===== src/ppmi_pkg.sv =====
/*
 Shared constants and carrier types of the two-port pin mux and
 interrupt block. Assumes an 8-bit register port with 5-bit addresses.
*/
`default_nettype none
package ppmi_pkg;
   // Bus geometry
   localparam int DW = 8;
   localparam int AW = 5;
   // Port register banks: address bits [4:3] pick the port
   localparam logic [1:0] PORT1 = 2'h0;
   localparam logic [1:0] PORT2 = 2'h1;
   // Offsets inside a port bank
   localparam logic [2:0] O_IN = 3'h0;
   localparam logic [2:0] O_OUT = 3'h1;
   localparam logic [2:0] O_DIR = 3'h2;
   localparam logic [2:0] O_SEL = 3'h3;
   localparam logic [2:0] O_IE = 3'h4;
   localparam logic [2:0] O_IES = 3'h5;
   localparam logic [2:0] O_STAT = 3'h6;
   localparam logic [2:0] O_CLR = 3'h7;
   // Miscellaneous registers
   localparam logic [4:0] A_SET2 = 5'h10;
   localparam logic [4:0] A_CAPD = 5'h11;
   localparam logic [4:0] A_LCD_MODE_FIELD = 5'h12;
   // Reset values
   localparam logic [7:0] RST_BYTE = 8'h00;
   localparam logic [1:0] RST_CAPD = 2'h0;
   // LCD segment thresholds and supervisor level that steals a pin
   localparam logic [7:0] LCD_E0 = 8'hE0;
   localparam logic [7:0] LCD_C0 = 8'hC0;
   localparam logic [3:0] VLD_ALL = 4'hF;
   // Port two bits that a pin edge may set (unbonded bits excluded)
   localparam logic [7:0] HW_MASK2 = 8'h3F;

   // Register port request
   typedef struct packed {
      logic [AW-1:0] addr;
      logic [DW-1:0] wdata;
      logic wr;
      logic rd;
   } ppmi_bus_t;

   // Software control of one port
   typedef struct packed {
      logic [7:0] out_l;
      logic [7:0] dir;
      logic [7:0] fsel;
      logic [7:0] ie;
      logic [7:0] ies;
   } ppmi_ctl_t;

   // Signals the peripherals drive toward the pins
   typedef struct packed {
      logic timer_out0;
      logic timer_out1;
      logic timer_out2;
      logic mclk_tap;
      logic aclk_tap;
      logic supervisor_output;
      logic serial_out_master_o;
      logic serial_in_master_o;
      logic serial_clock_o;
      logic uart_transmit;
      logic module_dir_serial_out;
      logic module_dir_serial_in;
      logic module_dir_serial_clock;
   } ppmi_mod_out_t;

   // Pin values handed to the peripherals
   typedef struct packed {
      logic capture_in0_a;
      logic capture_in0_b;
      logic capture_in1_a;
      logic timer_clock_input;
      logic serial_out_master_i;
      logic serial_in_master_i;
      logic capture_in2_a;
      logic serial_clock_i;
      logic slave_transmit_enable;
      logic uart_receive;
   } ppmi_mod_in_t;
endpackage
`default_nettype wire


===== src/ppmi_sync.sv =====
/*
 Two-flop synchroniser for a vector of pin inputs.
 Assumes the bits are independent levels; no word coherence is given.
*/
`timescale 1ns/10ps
`default_nettype none
module ppmi_sync #(
   parameter int W = 14
) (
   input wire logic mclk,
   input wire logic rst,
   input wire logic [W-1:0] d,
   output logic [W-1:0] q
);
   logic [W-1:0] s1_r;
   logic [W-1:0] s2_r;

   // First stage feeds only the second stage
   always_ff @(posedge mclk or posedge rst) begin
      if (rst) begin
         s1_r <= '0;
         s2_r <= '0;
      end else begin
         s1_r <= d;
         s2_r <= s1_r;
      end
   end

   assign q = s2_r;
endmodule
`default_nettype wire


===== src/ppmi_top.sv =====
/*
 Pin multiplexing, direction control and edge interrupts of two 8-bit
 ports, with register port and one level interrupt.
 Assumes peripheral signals come from logic on mclk; pins are async.
*/
// The address map and strobed register access are this design's own decisions.
`timescale 1ns/10ps
`default_nettype none
//Contract
//- Port one pins 0-1 work only while their cap disable bit is 0.
//- LCD pins become segments: P1.2-5, P2.0-1 at E0h, P1.6-7 at C0h.
//- Port two pins 2, 4, 5 always live, cap disable has no effect; pin 3 cut at level 1111b.
//- Function select drives peripheral signal; P1.1 main clock, P1.5 aux clock.
//- Peripheral direction: serial from module, transmit out, receive and enable in.
//- Unbonded port two pins 6-7 flags change only by software writes.
//- Unbonded input node held by a keeper, cleared at power-up clear.
module ppmi_top (
   input wire logic mclk,
   input wire logic rst,
   input wire ppmi_pkg::ppmi_bus_t bus,
   output logic [ppmi_pkg::DW-1:0] rdata_r,
   input wire logic [7:0] p1_pin_in,
   output logic [7:0] p1_pin_out_r,
   output logic [7:0] p1_pin_oe_r,
   input wire logic [5:0] p2_pin_in,
   output logic [5:0] p2_pin_out_r,
   output logic [5:0] p2_pin_oe_r,
   output logic [7:0] seg_sel_r,
   input wire ppmi_pkg::ppmi_mod_out_t mod_o,
   output ppmi_pkg::ppmi_mod_in_t mod_i_r,
   input wire logic [3:0] supervisor_level_field,
   output logic irq_r
);
   import ppmi_pkg::*;

   ppmi_ctl_t p1_r;
   ppmi_ctl_t p2_r;
   logic [7:0] f1_r;
   logic [7:0] f2_r;
   logic [1:0] capd_r;
   logic [7:0] lcd_mode_field_r;
   logic [7:0] v1_prev_r;
   logic [7:0] v2_prev_r;
   logic [1:0] keep_r;
   logic [1:0] keep_nxt;
   logic [13:0] pin_q;
   logic lcd_e;
   logic lcd_c;
   logic vld_f;
   logic [7:0] act1;
   logic [7:0] act2;
   logic [7:0] mo1;
   logic [7:0] mo2;
   logic [7:0] md1;
   logic [7:0] md2;
   logic [7:0] de1;
   logic [7:0] de2;
   logic [7:0] do1;
   logic [7:0] do2;
   logic [7:0] val1;
   logic [7:0] val2;
   logic [7:0] hs1;
   logic [7:0] hs2;
   logic [7:0] clr1;
   logic [7:0] clr2;
   logic [7:0] set2;

   // Address match inside a port bank
   function automatic logic port_hit(input ppmi_bus_t b, input logic [1:0] pt,
                                     input logic [2:0] off);
      return b.addr == {pt, off};
   endfunction

   // Edge detect: rising when select is 0, falling when 1
   function automatic logic [7:0] edge_hit(input logic [7:0] cur,
                                           input logic [7:0] prv,
                                           input logic [7:0] ies);
      return (~ies & cur & ~prv) | (ies & ~cur & prv);
   endfunction

   // Control register write for one port bank
   function automatic ppmi_ctl_t ctl_wr(input ppmi_ctl_t c, input ppmi_bus_t b,
                                        input logic [1:0] pt);
      ppmi_ctl_t n;
      n = c;
      if (b.wr) begin
         if (port_hit(b, pt, O_OUT)) begin
            n.out_l = b.wdata;
         end else if (port_hit(b, pt, O_DIR)) begin
            n.dir = b.wdata;
         end else if (port_hit(b, pt, O_SEL)) begin
            n.fsel = b.wdata;
         end else if (port_hit(b, pt, O_IE)) begin
            n.ie = b.wdata;
         end else if (port_hit(b, pt, O_IES)) begin
            n.ies = b.wdata;
         end
      end
      return n;
   endfunction

   // Read mux for one port bank; clear register reads as zero
   function automatic logic [7:0] port_rd(input ppmi_ctl_t c, input logic [7:0] v,
                                          input logic [7:0] f, input ppmi_bus_t b,
                                          input logic [1:0] pt);
      logic [7:0] r;
      r = RST_BYTE;
      if (port_hit(b, pt, O_IN)) begin
         r = v;
      end else if (port_hit(b, pt, O_OUT)) begin
         r = c.out_l;
      end else if (port_hit(b, pt, O_DIR)) begin
         r = c.dir;
      end else if (port_hit(b, pt, O_SEL)) begin
         r = c.fsel;
      end else if (port_hit(b, pt, O_IE)) begin
         r = c.ie;
      end else if (port_hit(b, pt, O_IES)) begin
         r = c.ies;
      end else if (port_hit(b, pt, O_STAT)) begin
         r = f;
      end
      return r;
   endfunction

   // Pin inputs cross into mclk
   ppmi_sync #(.W(14)) u_sync (
      .mclk(mclk),
      .rst(rst),
      .d({p2_pin_in, p1_pin_in}),
      .q(pin_q)
   );

   // Which pins keep their port function
   always_comb begin
      lcd_e = lcd_mode_field_r >= LCD_E0;
      lcd_c = lcd_mode_field_r >= LCD_C0;
      vld_f = supervisor_level_field == VLD_ALL;
      act1 = {{2{!lcd_c}}, {4{!lcd_e}}, ~capd_r};
      act2 = {4'hF, !vld_f, 1'h1, {2{!lcd_e}}};
   end

   // Peripheral outputs and module directions per pin
   always_comb begin
      mo1 = {mod_o.serial_in_master_o, mod_o.serial_out_master_o, mod_o.aclk_tap,
             1'h0, mod_o.supervisor_output, mod_o.timer_out1, mod_o.mclk_tap,
             mod_o.timer_out0};
      mo2 = {3'h0, mod_o.uart_transmit, 2'h0, mod_o.serial_clock_o,
             mod_o.timer_out2};
      md1 = {mod_o.module_dir_serial_in, mod_o.module_dir_serial_out,
             p1_r.dir[5:0]};
      md2 = {p2_r.dir[7:6], 1'h0, 1'h1, p2_r.dir[3], 1'h0,
             mod_o.module_dir_serial_clock, p2_r.dir[0]};
   end

   // Function select picks peripheral or latch
   always_comb begin
      de1 = (p1_r.fsel & md1) | (~p1_r.fsel & p1_r.dir);
      de2 = (p2_r.fsel & md2) | (~p2_r.fsel & p2_r.dir);
      do1 = (p1_r.fsel & mo1) | (~p1_r.fsel & p1_r.out_l);
      do2 = (p2_r.fsel & mo2) | (~p2_r.fsel & p2_r.out_l);
   end

   // Input values: cut pins read 0, unbonded pins read the keeper
   always_comb begin
      val1 = act1 & pin_q[7:0];
      val2 = {keep_r, act2[5:0] & pin_q[13:8]};
   end

   // Keeper follows the internal drive, else holds
   genvar gi;
   generate
      for (gi = 0; gi < 2; gi++) begin : g_keep
         assign keep_nxt[gi] = de2[6+gi] ? do2[6+gi] : keep_r[gi];
      end
   endgenerate

   always_ff @(posedge mclk or posedge rst) begin
      if (rst) begin
         keep_r <= 2'h0;
      end else begin
         keep_r <= keep_nxt;
      end
   end

   // Flag events and software masks
   always_comb begin
      hs1 = edge_hit(val1, v1_prev_r, p1_r.ies);
      hs2 = edge_hit(val2, v2_prev_r, p2_r.ies) & HW_MASK2;
      clr1 = (bus.wr && port_hit(bus, PORT1, O_CLR)) ? bus.wdata : RST_BYTE;
      clr2 = (bus.wr && port_hit(bus, PORT2, O_CLR)) ? bus.wdata : RST_BYTE;
      set2 = (bus.wr && bus.addr == A_SET2) ? bus.wdata : RST_BYTE;
   end

   // Sticky flags; a set in the clearing cycle wins
   always_ff @(posedge mclk or posedge rst) begin
      if (rst) begin
         f1_r <= RST_BYTE;
         f2_r <= RST_BYTE;
         v1_prev_r <= RST_BYTE;
         v2_prev_r <= RST_BYTE;
      end else begin
         f1_r <= (f1_r & ~clr1) | hs1;
         f2_r <= (f2_r & ~clr2) | set2 | hs2;
         v1_prev_r <= val1;
         v2_prev_r <= val2;
      end
   end

   // Port control registers
   always_ff @(posedge mclk or posedge rst) begin
      if (rst) begin
         p1_r <= '0;
         p2_r <= '0;
      end else begin
         p1_r <= ctl_wr(p1_r, bus, PORT1);
         p2_r <= ctl_wr(p2_r, bus, PORT2);
      end
   end

   // Cap disable and LCD mode registers
   always_ff @(posedge mclk or posedge rst) begin
      if (rst) begin
         capd_r <= RST_CAPD;
         lcd_mode_field_r <= RST_BYTE;
      end else if (bus.wr) begin
         if (bus.addr == A_CAPD) begin
            capd_r <= bus.wdata[1:0];
         end else if (bus.addr == A_LCD_MODE_FIELD) begin
            lcd_mode_field_r <= bus.wdata;
         end
      end
   end

   // Read data stand one cycle after the strobe only
   always_ff @(posedge mclk or posedge rst) begin
      if (rst) begin
         rdata_r <= RST_BYTE;
      end else if (!bus.rd) begin
         rdata_r <= RST_BYTE;
      end else if (bus.addr[4:3] == PORT1) begin
         rdata_r <= port_rd(p1_r, val1, f1_r, bus, PORT1);
      end else if (bus.addr[4:3] == PORT2) begin
         rdata_r <= port_rd(p2_r, val2, f2_r, bus, PORT2);
      end else if (bus.addr == A_CAPD) begin
         rdata_r <= {6'h00, capd_r};
      end else if (bus.addr == A_LCD_MODE_FIELD) begin
         rdata_r <= lcd_mode_field_r;
      end else begin
         rdata_r <= RST_BYTE;
      end
   end

   // Pin drivers; a cut pin neither drives nor enables
   always_ff @(posedge mclk or posedge rst) begin
      if (rst) begin
         p1_pin_out_r <= RST_BYTE;
         p1_pin_oe_r <= RST_BYTE;
         p2_pin_out_r <= 6'h00;
         p2_pin_oe_r <= 6'h00;
         seg_sel_r <= RST_BYTE;
      end else begin
         p1_pin_out_r <= act1 & do1;
         p1_pin_oe_r <= act1 & de1;
         p2_pin_out_r <= act2[5:0] & do2[5:0];
         p2_pin_oe_r <= act2[5:0] & de2[5:0];
         seg_sel_r <= {{2{lcd_e}}, {2{lcd_c}}, {4{lcd_e}}};
      end
   end

   // Pin values to the peripherals
   always_ff @(posedge mclk or posedge rst) begin
      if (rst) begin
         mod_i_r <= '0;
      end else begin
         mod_i_r.capture_in0_a <= val1[0];
         mod_i_r.capture_in0_b <= val1[1];
         mod_i_r.capture_in1_a <= val1[2];
         mod_i_r.timer_clock_input <= val1[5];
         mod_i_r.serial_out_master_i <= val1[6];
         mod_i_r.serial_in_master_i <= val1[7];
         mod_i_r.capture_in2_a <= val2[0];
         mod_i_r.serial_clock_i <= val2[1];
         mod_i_r.slave_transmit_enable <= val2[2];
         mod_i_r.uart_receive <= val2[5];
      end
   end

   // Level interrupt while any enabled flag is set
   always_ff @(posedge mclk or posedge rst) begin
      if (rst) begin
         irq_r <= 1'h0;
      end else begin
         irq_r <= |((f1_r & p1_r.ie) | (f2_r & p2_r.ie));
      end
   end
endmodule
`default_nettype wire


===== config.mk =====
export PLATFORM = sky130hd
export DESIGN_NAME = ppmi_top
export DESIGN_NICKNAME = d
export VERILOG_FILES = /design/src/ppmi_pkg.sv /design/src/ppmi_sync.sv /design/src/ppmi_top.sv
export SDC_FILE = /design/constraint.sdc
export NUM_CORES = 1
export LEC_CHECK = 0
export BUFFER_PORTS_ARGS = -buffer_cell sky130_fd_sc_hd__buf_2
export CAP_MARGIN = 30
export CORE_AREA = 4 4 161 163
export CTS_BUF_LIST = sky130_fd_sc_hd__clkbuf_4 sky130_fd_sc_hd__clkbuf_8
export DETAILED_ROUTE_END_ITERATION = 10
export DIE_AREA = 0 0 165 167
export GPL_TIMING_DRIVEN = 0
export PLACE_DENSITY_LB_ADDON = 0.08
export SLEW_MARGIN = 0
export SYNTH_ARGS = -nofsm -noshare
export SYNTH_HDL_FRONTEND = slang
export SYNTH_SLANG_ARGS = --single-unit

===== constraint.sdc =====
create_clock -name mclk -period 7.2 [get_ports mclk]
set_input_delay 0.36 -clock mclk [delete_from_list [all_inputs] [get_ports mclk]]
set_output_delay 0.36 -clock mclk [all_outputs]
set_load 0.01 [all_outputs]

==> qor.csv <==
metric,value,unit
startpoint types,input port,
port bufs,98,
vias in the first global route,6459,
first-pass GRT wire length,41900,um
Syn Inst Count,708,
Final min period,2.25,ns
"commonest non-fill, non-tap cell in the layout",dfrtp_1,
Clock Skew,0.0137,ns
highest clock rate,444,MHz
"Top FF cell, synth",dfrtp_1,
max_slew headroom,34.8,%
Global Route Usage Sum,20.8,%
FF/Latch Area,4730,um2
# resized after CTS,0,
metal3 WL,1530,um
antenna cells,0,
CTS tree,done,
layout cell share with drive strength beyond 1,33.8,%
TritonCTS Buffers,17,
antenna violations before repair,0,
drt wl/cell,23.6,um
IO Pins,103,
Tcrit/Tclk final,31.3,%
Pre-Repair DR Iteration Count,5,
DRT iter0 DRCs,392,
placer congestion estimate,0.866,
Nets,890,
cell family with most CP delay,buffers and inverters,
fillers,2406,
placed cell area,9380,um2
"Reg clk slew, reported paths",0.10,ns
max_cap viols,0,
"Slew Viols, Final",0,
TNS Setup,0,ns
CTS sink count,189,
total die area,27600,um2
crit-path cells,buf_4 > buf_4 > buf_2 > clkbuf_1 > o22ai_1 > a221oi_1 > nor4b_2,
DR DRC count,0,
Die Ht,167,um
PwrDens,260,nW/um2
Async SR Flop Fraction,100,%
Worst-Skew Late Latency,0.47,ns
warnings from Yosys,0,
num rows,57,
status,"finished, final reports clean",
final count of hold timing violations,0,
"Hold-fix buffers, CTS",15,
Syn Area/Cell,11.9,um2
cell mode on critical path,buf_4,
Syn Nets,756,
Post-DP HPWL,20300,um
final core area utilization,40.9,%
final wirelength,27900,um
library cells used by synthesis,57,
starting density of the core,34.7,%
Worst Path Required,7.53,ns
CTS root buffer,clkbuf_8,
synthesized area,8440,um2
Max VDD drop,0.122,mV
actual slew at the worst max-slew pin,0.973,ns
WL met1,13300,um
vias per cell,5.21,
die width,165,um
Layout area overhead,17.9,%
WP buf/inv,4,
CTS Buffer Depth,2,
htree depth,4,
core area,24300,um2
most frequent cells in the layout,"189 x dfrtp_1, 110 x buf_2, 97 x mux2_2",
area of the multi-input gates,3340,um2
largest net degree at the start of global routing,111,
hold crit path type,input port to flop,
routed length on met2,12500,um
Detail Route Antenna Nets,0,
post-route design area,9950,um2
max layer used,met4,
post-synthesis sequential area ratio,56.0,%
Setup crit end kind,flop,
CP max FO,10,
"EDFF count, synth",0,
CP max stage delay,0.61,ns
GRT Residual Overflow,0,
final setup vio count,0,
post-CTS setup buffer count,0,
unrepaired setup endpoints after global routing,false,
WS Path Type,input port to flop,
leakage,0.00455,uW
cell at the slowest stage of the critical path,a221oi_1,
critical path arrival,2.58,ns
#FFs+latches synth,189,
Vias,6147,
[path summary, 6_finish.rpt]
check	startpoint	to	slack, ns	cells past startpoint
min	mod_o[3]	p2_pin_out_r[4]	0.13	2
max	bus[11]	rdata_r[1]	4.95	7
max in group asynchronous	rst	p1_r[8]	5.77	4
min reg2reg	u_sync.s1_r[11]	u_sync.q[11]	0.36	0
max reg2reg	lcd_mode_field_r[6]	rdata_r[3]	5.04	6
min in group asynchronous	rst	p2_pin_oe_r[5]	0.48	3
[layout make-up]
cell class	count	area share, %
clock buffer	19	2.56
multi-input combinational	451	33.5
tap	324	4.07
buffer	51	3.09
inverter	17	0.716
clock inverter	13	1.75
timing repair buffer	115	6.75
sequential	189	47.5
[worst register-to-register path, stage by stage (launching register included)]
cell and delay [ns]:
dfrtp_1 0.44, nand3_1 0.12, clkbuf_1 0.50, nand2_1 0.33, o21ai_0 0.24, a21oi_1 0.12, a211oi_1 0.30
[power breakdown]
part	internal, uW	switching [uW]	leakage [uW]
clock network	365	408	0.000214
logic	225	232	0.00201
registers	1220	133	0.00232
[cell usage after synthesis (all sizes together) (2+ instances only)]
library cell / number / area share, %
nand4: 8 / 0.59
o211ai: 4 / 0.36
nand3b: 2 / 0.18
and3: 9 / 0.67
a22oi: 10 / 0.89
a211oi: 2 / 0.18
o21ai: 32 / 1.9
o22ai: 8 / 0.59
nor3: 17 / 1.4
a221oi: 9 / 0.93
dfrtp: 189 / 56
nor3b: 3 / 0.46
mux2i: 18 / 2.1
nor2: 35 / 1.9
a222oi: 4 / 0.47
or2: 4 / 0.30
nand2b: 21 / 1.6
nand2: 65 / 2.9
o221ai: 3 / 0.31
o2111a: 4 / 0.53
a211o: 8 / 0.83
mux2: 97 / 13
buf: 37 / 3.0
a22o: 10 / 1.0
a21boi: 2 / 0.18
inv: 17 / 0.76
a221o: 8 / 0.95
a2111oi: 2 / 0.28
clkbuf: 14 / 0.62
and2: 9 / 0.67
nand3: 11 / 0.65
or3: 2 / 0.15
nor4b: 3 / 0.64
nor2b: 15 / 1.1
a21oi: 17 / 1.0
[metal layers]
layer / vias to the layer above / track usage (%)
met3: 27 / 4.28
met1: 3116 / 31.1
met2: 208 / 30.5
met4: 0 / 5.53
li1: 2796 / -
met5: - / 0
[sequential cells by signal (all words and copies together) (netlist names), 14 cells and up]
signal       flops
p1_r            34
p2_r            36
u_sync.s1_r     14
u_sync.q        14
[metrics by stage]
stage	total power (uW)	hold slack (ns)	setup WS (ns)	cells
6_report	2580	0.132	4.95	1179
3_5_place_dp	1830	0.336	4.50	1132
2_1_floorplan	1620	0.331	1.70	708
5_1_grt	2730	0.111	4.76	1179
3_3_place_gp	1810	0.333	-0.352	1130
4_1_cts	2610	0.107	4.99	1179
[cell families (layout without fill, tap and decap cells)]
group | after synthesis | after routing | synth area share [%]
flip-flops | 189 | 189 | 56.0
AND/OR/NAND/NOR | 208 | 208 | 13.5
multiplexers | 115 | 115 | 15.1
buffers and inverters | 68 | 215 | 4.40
AO/OA/AOI/OAI | 128 | 128 | 11.0
No activity file was read; power rests on OpenSTA's default activity.
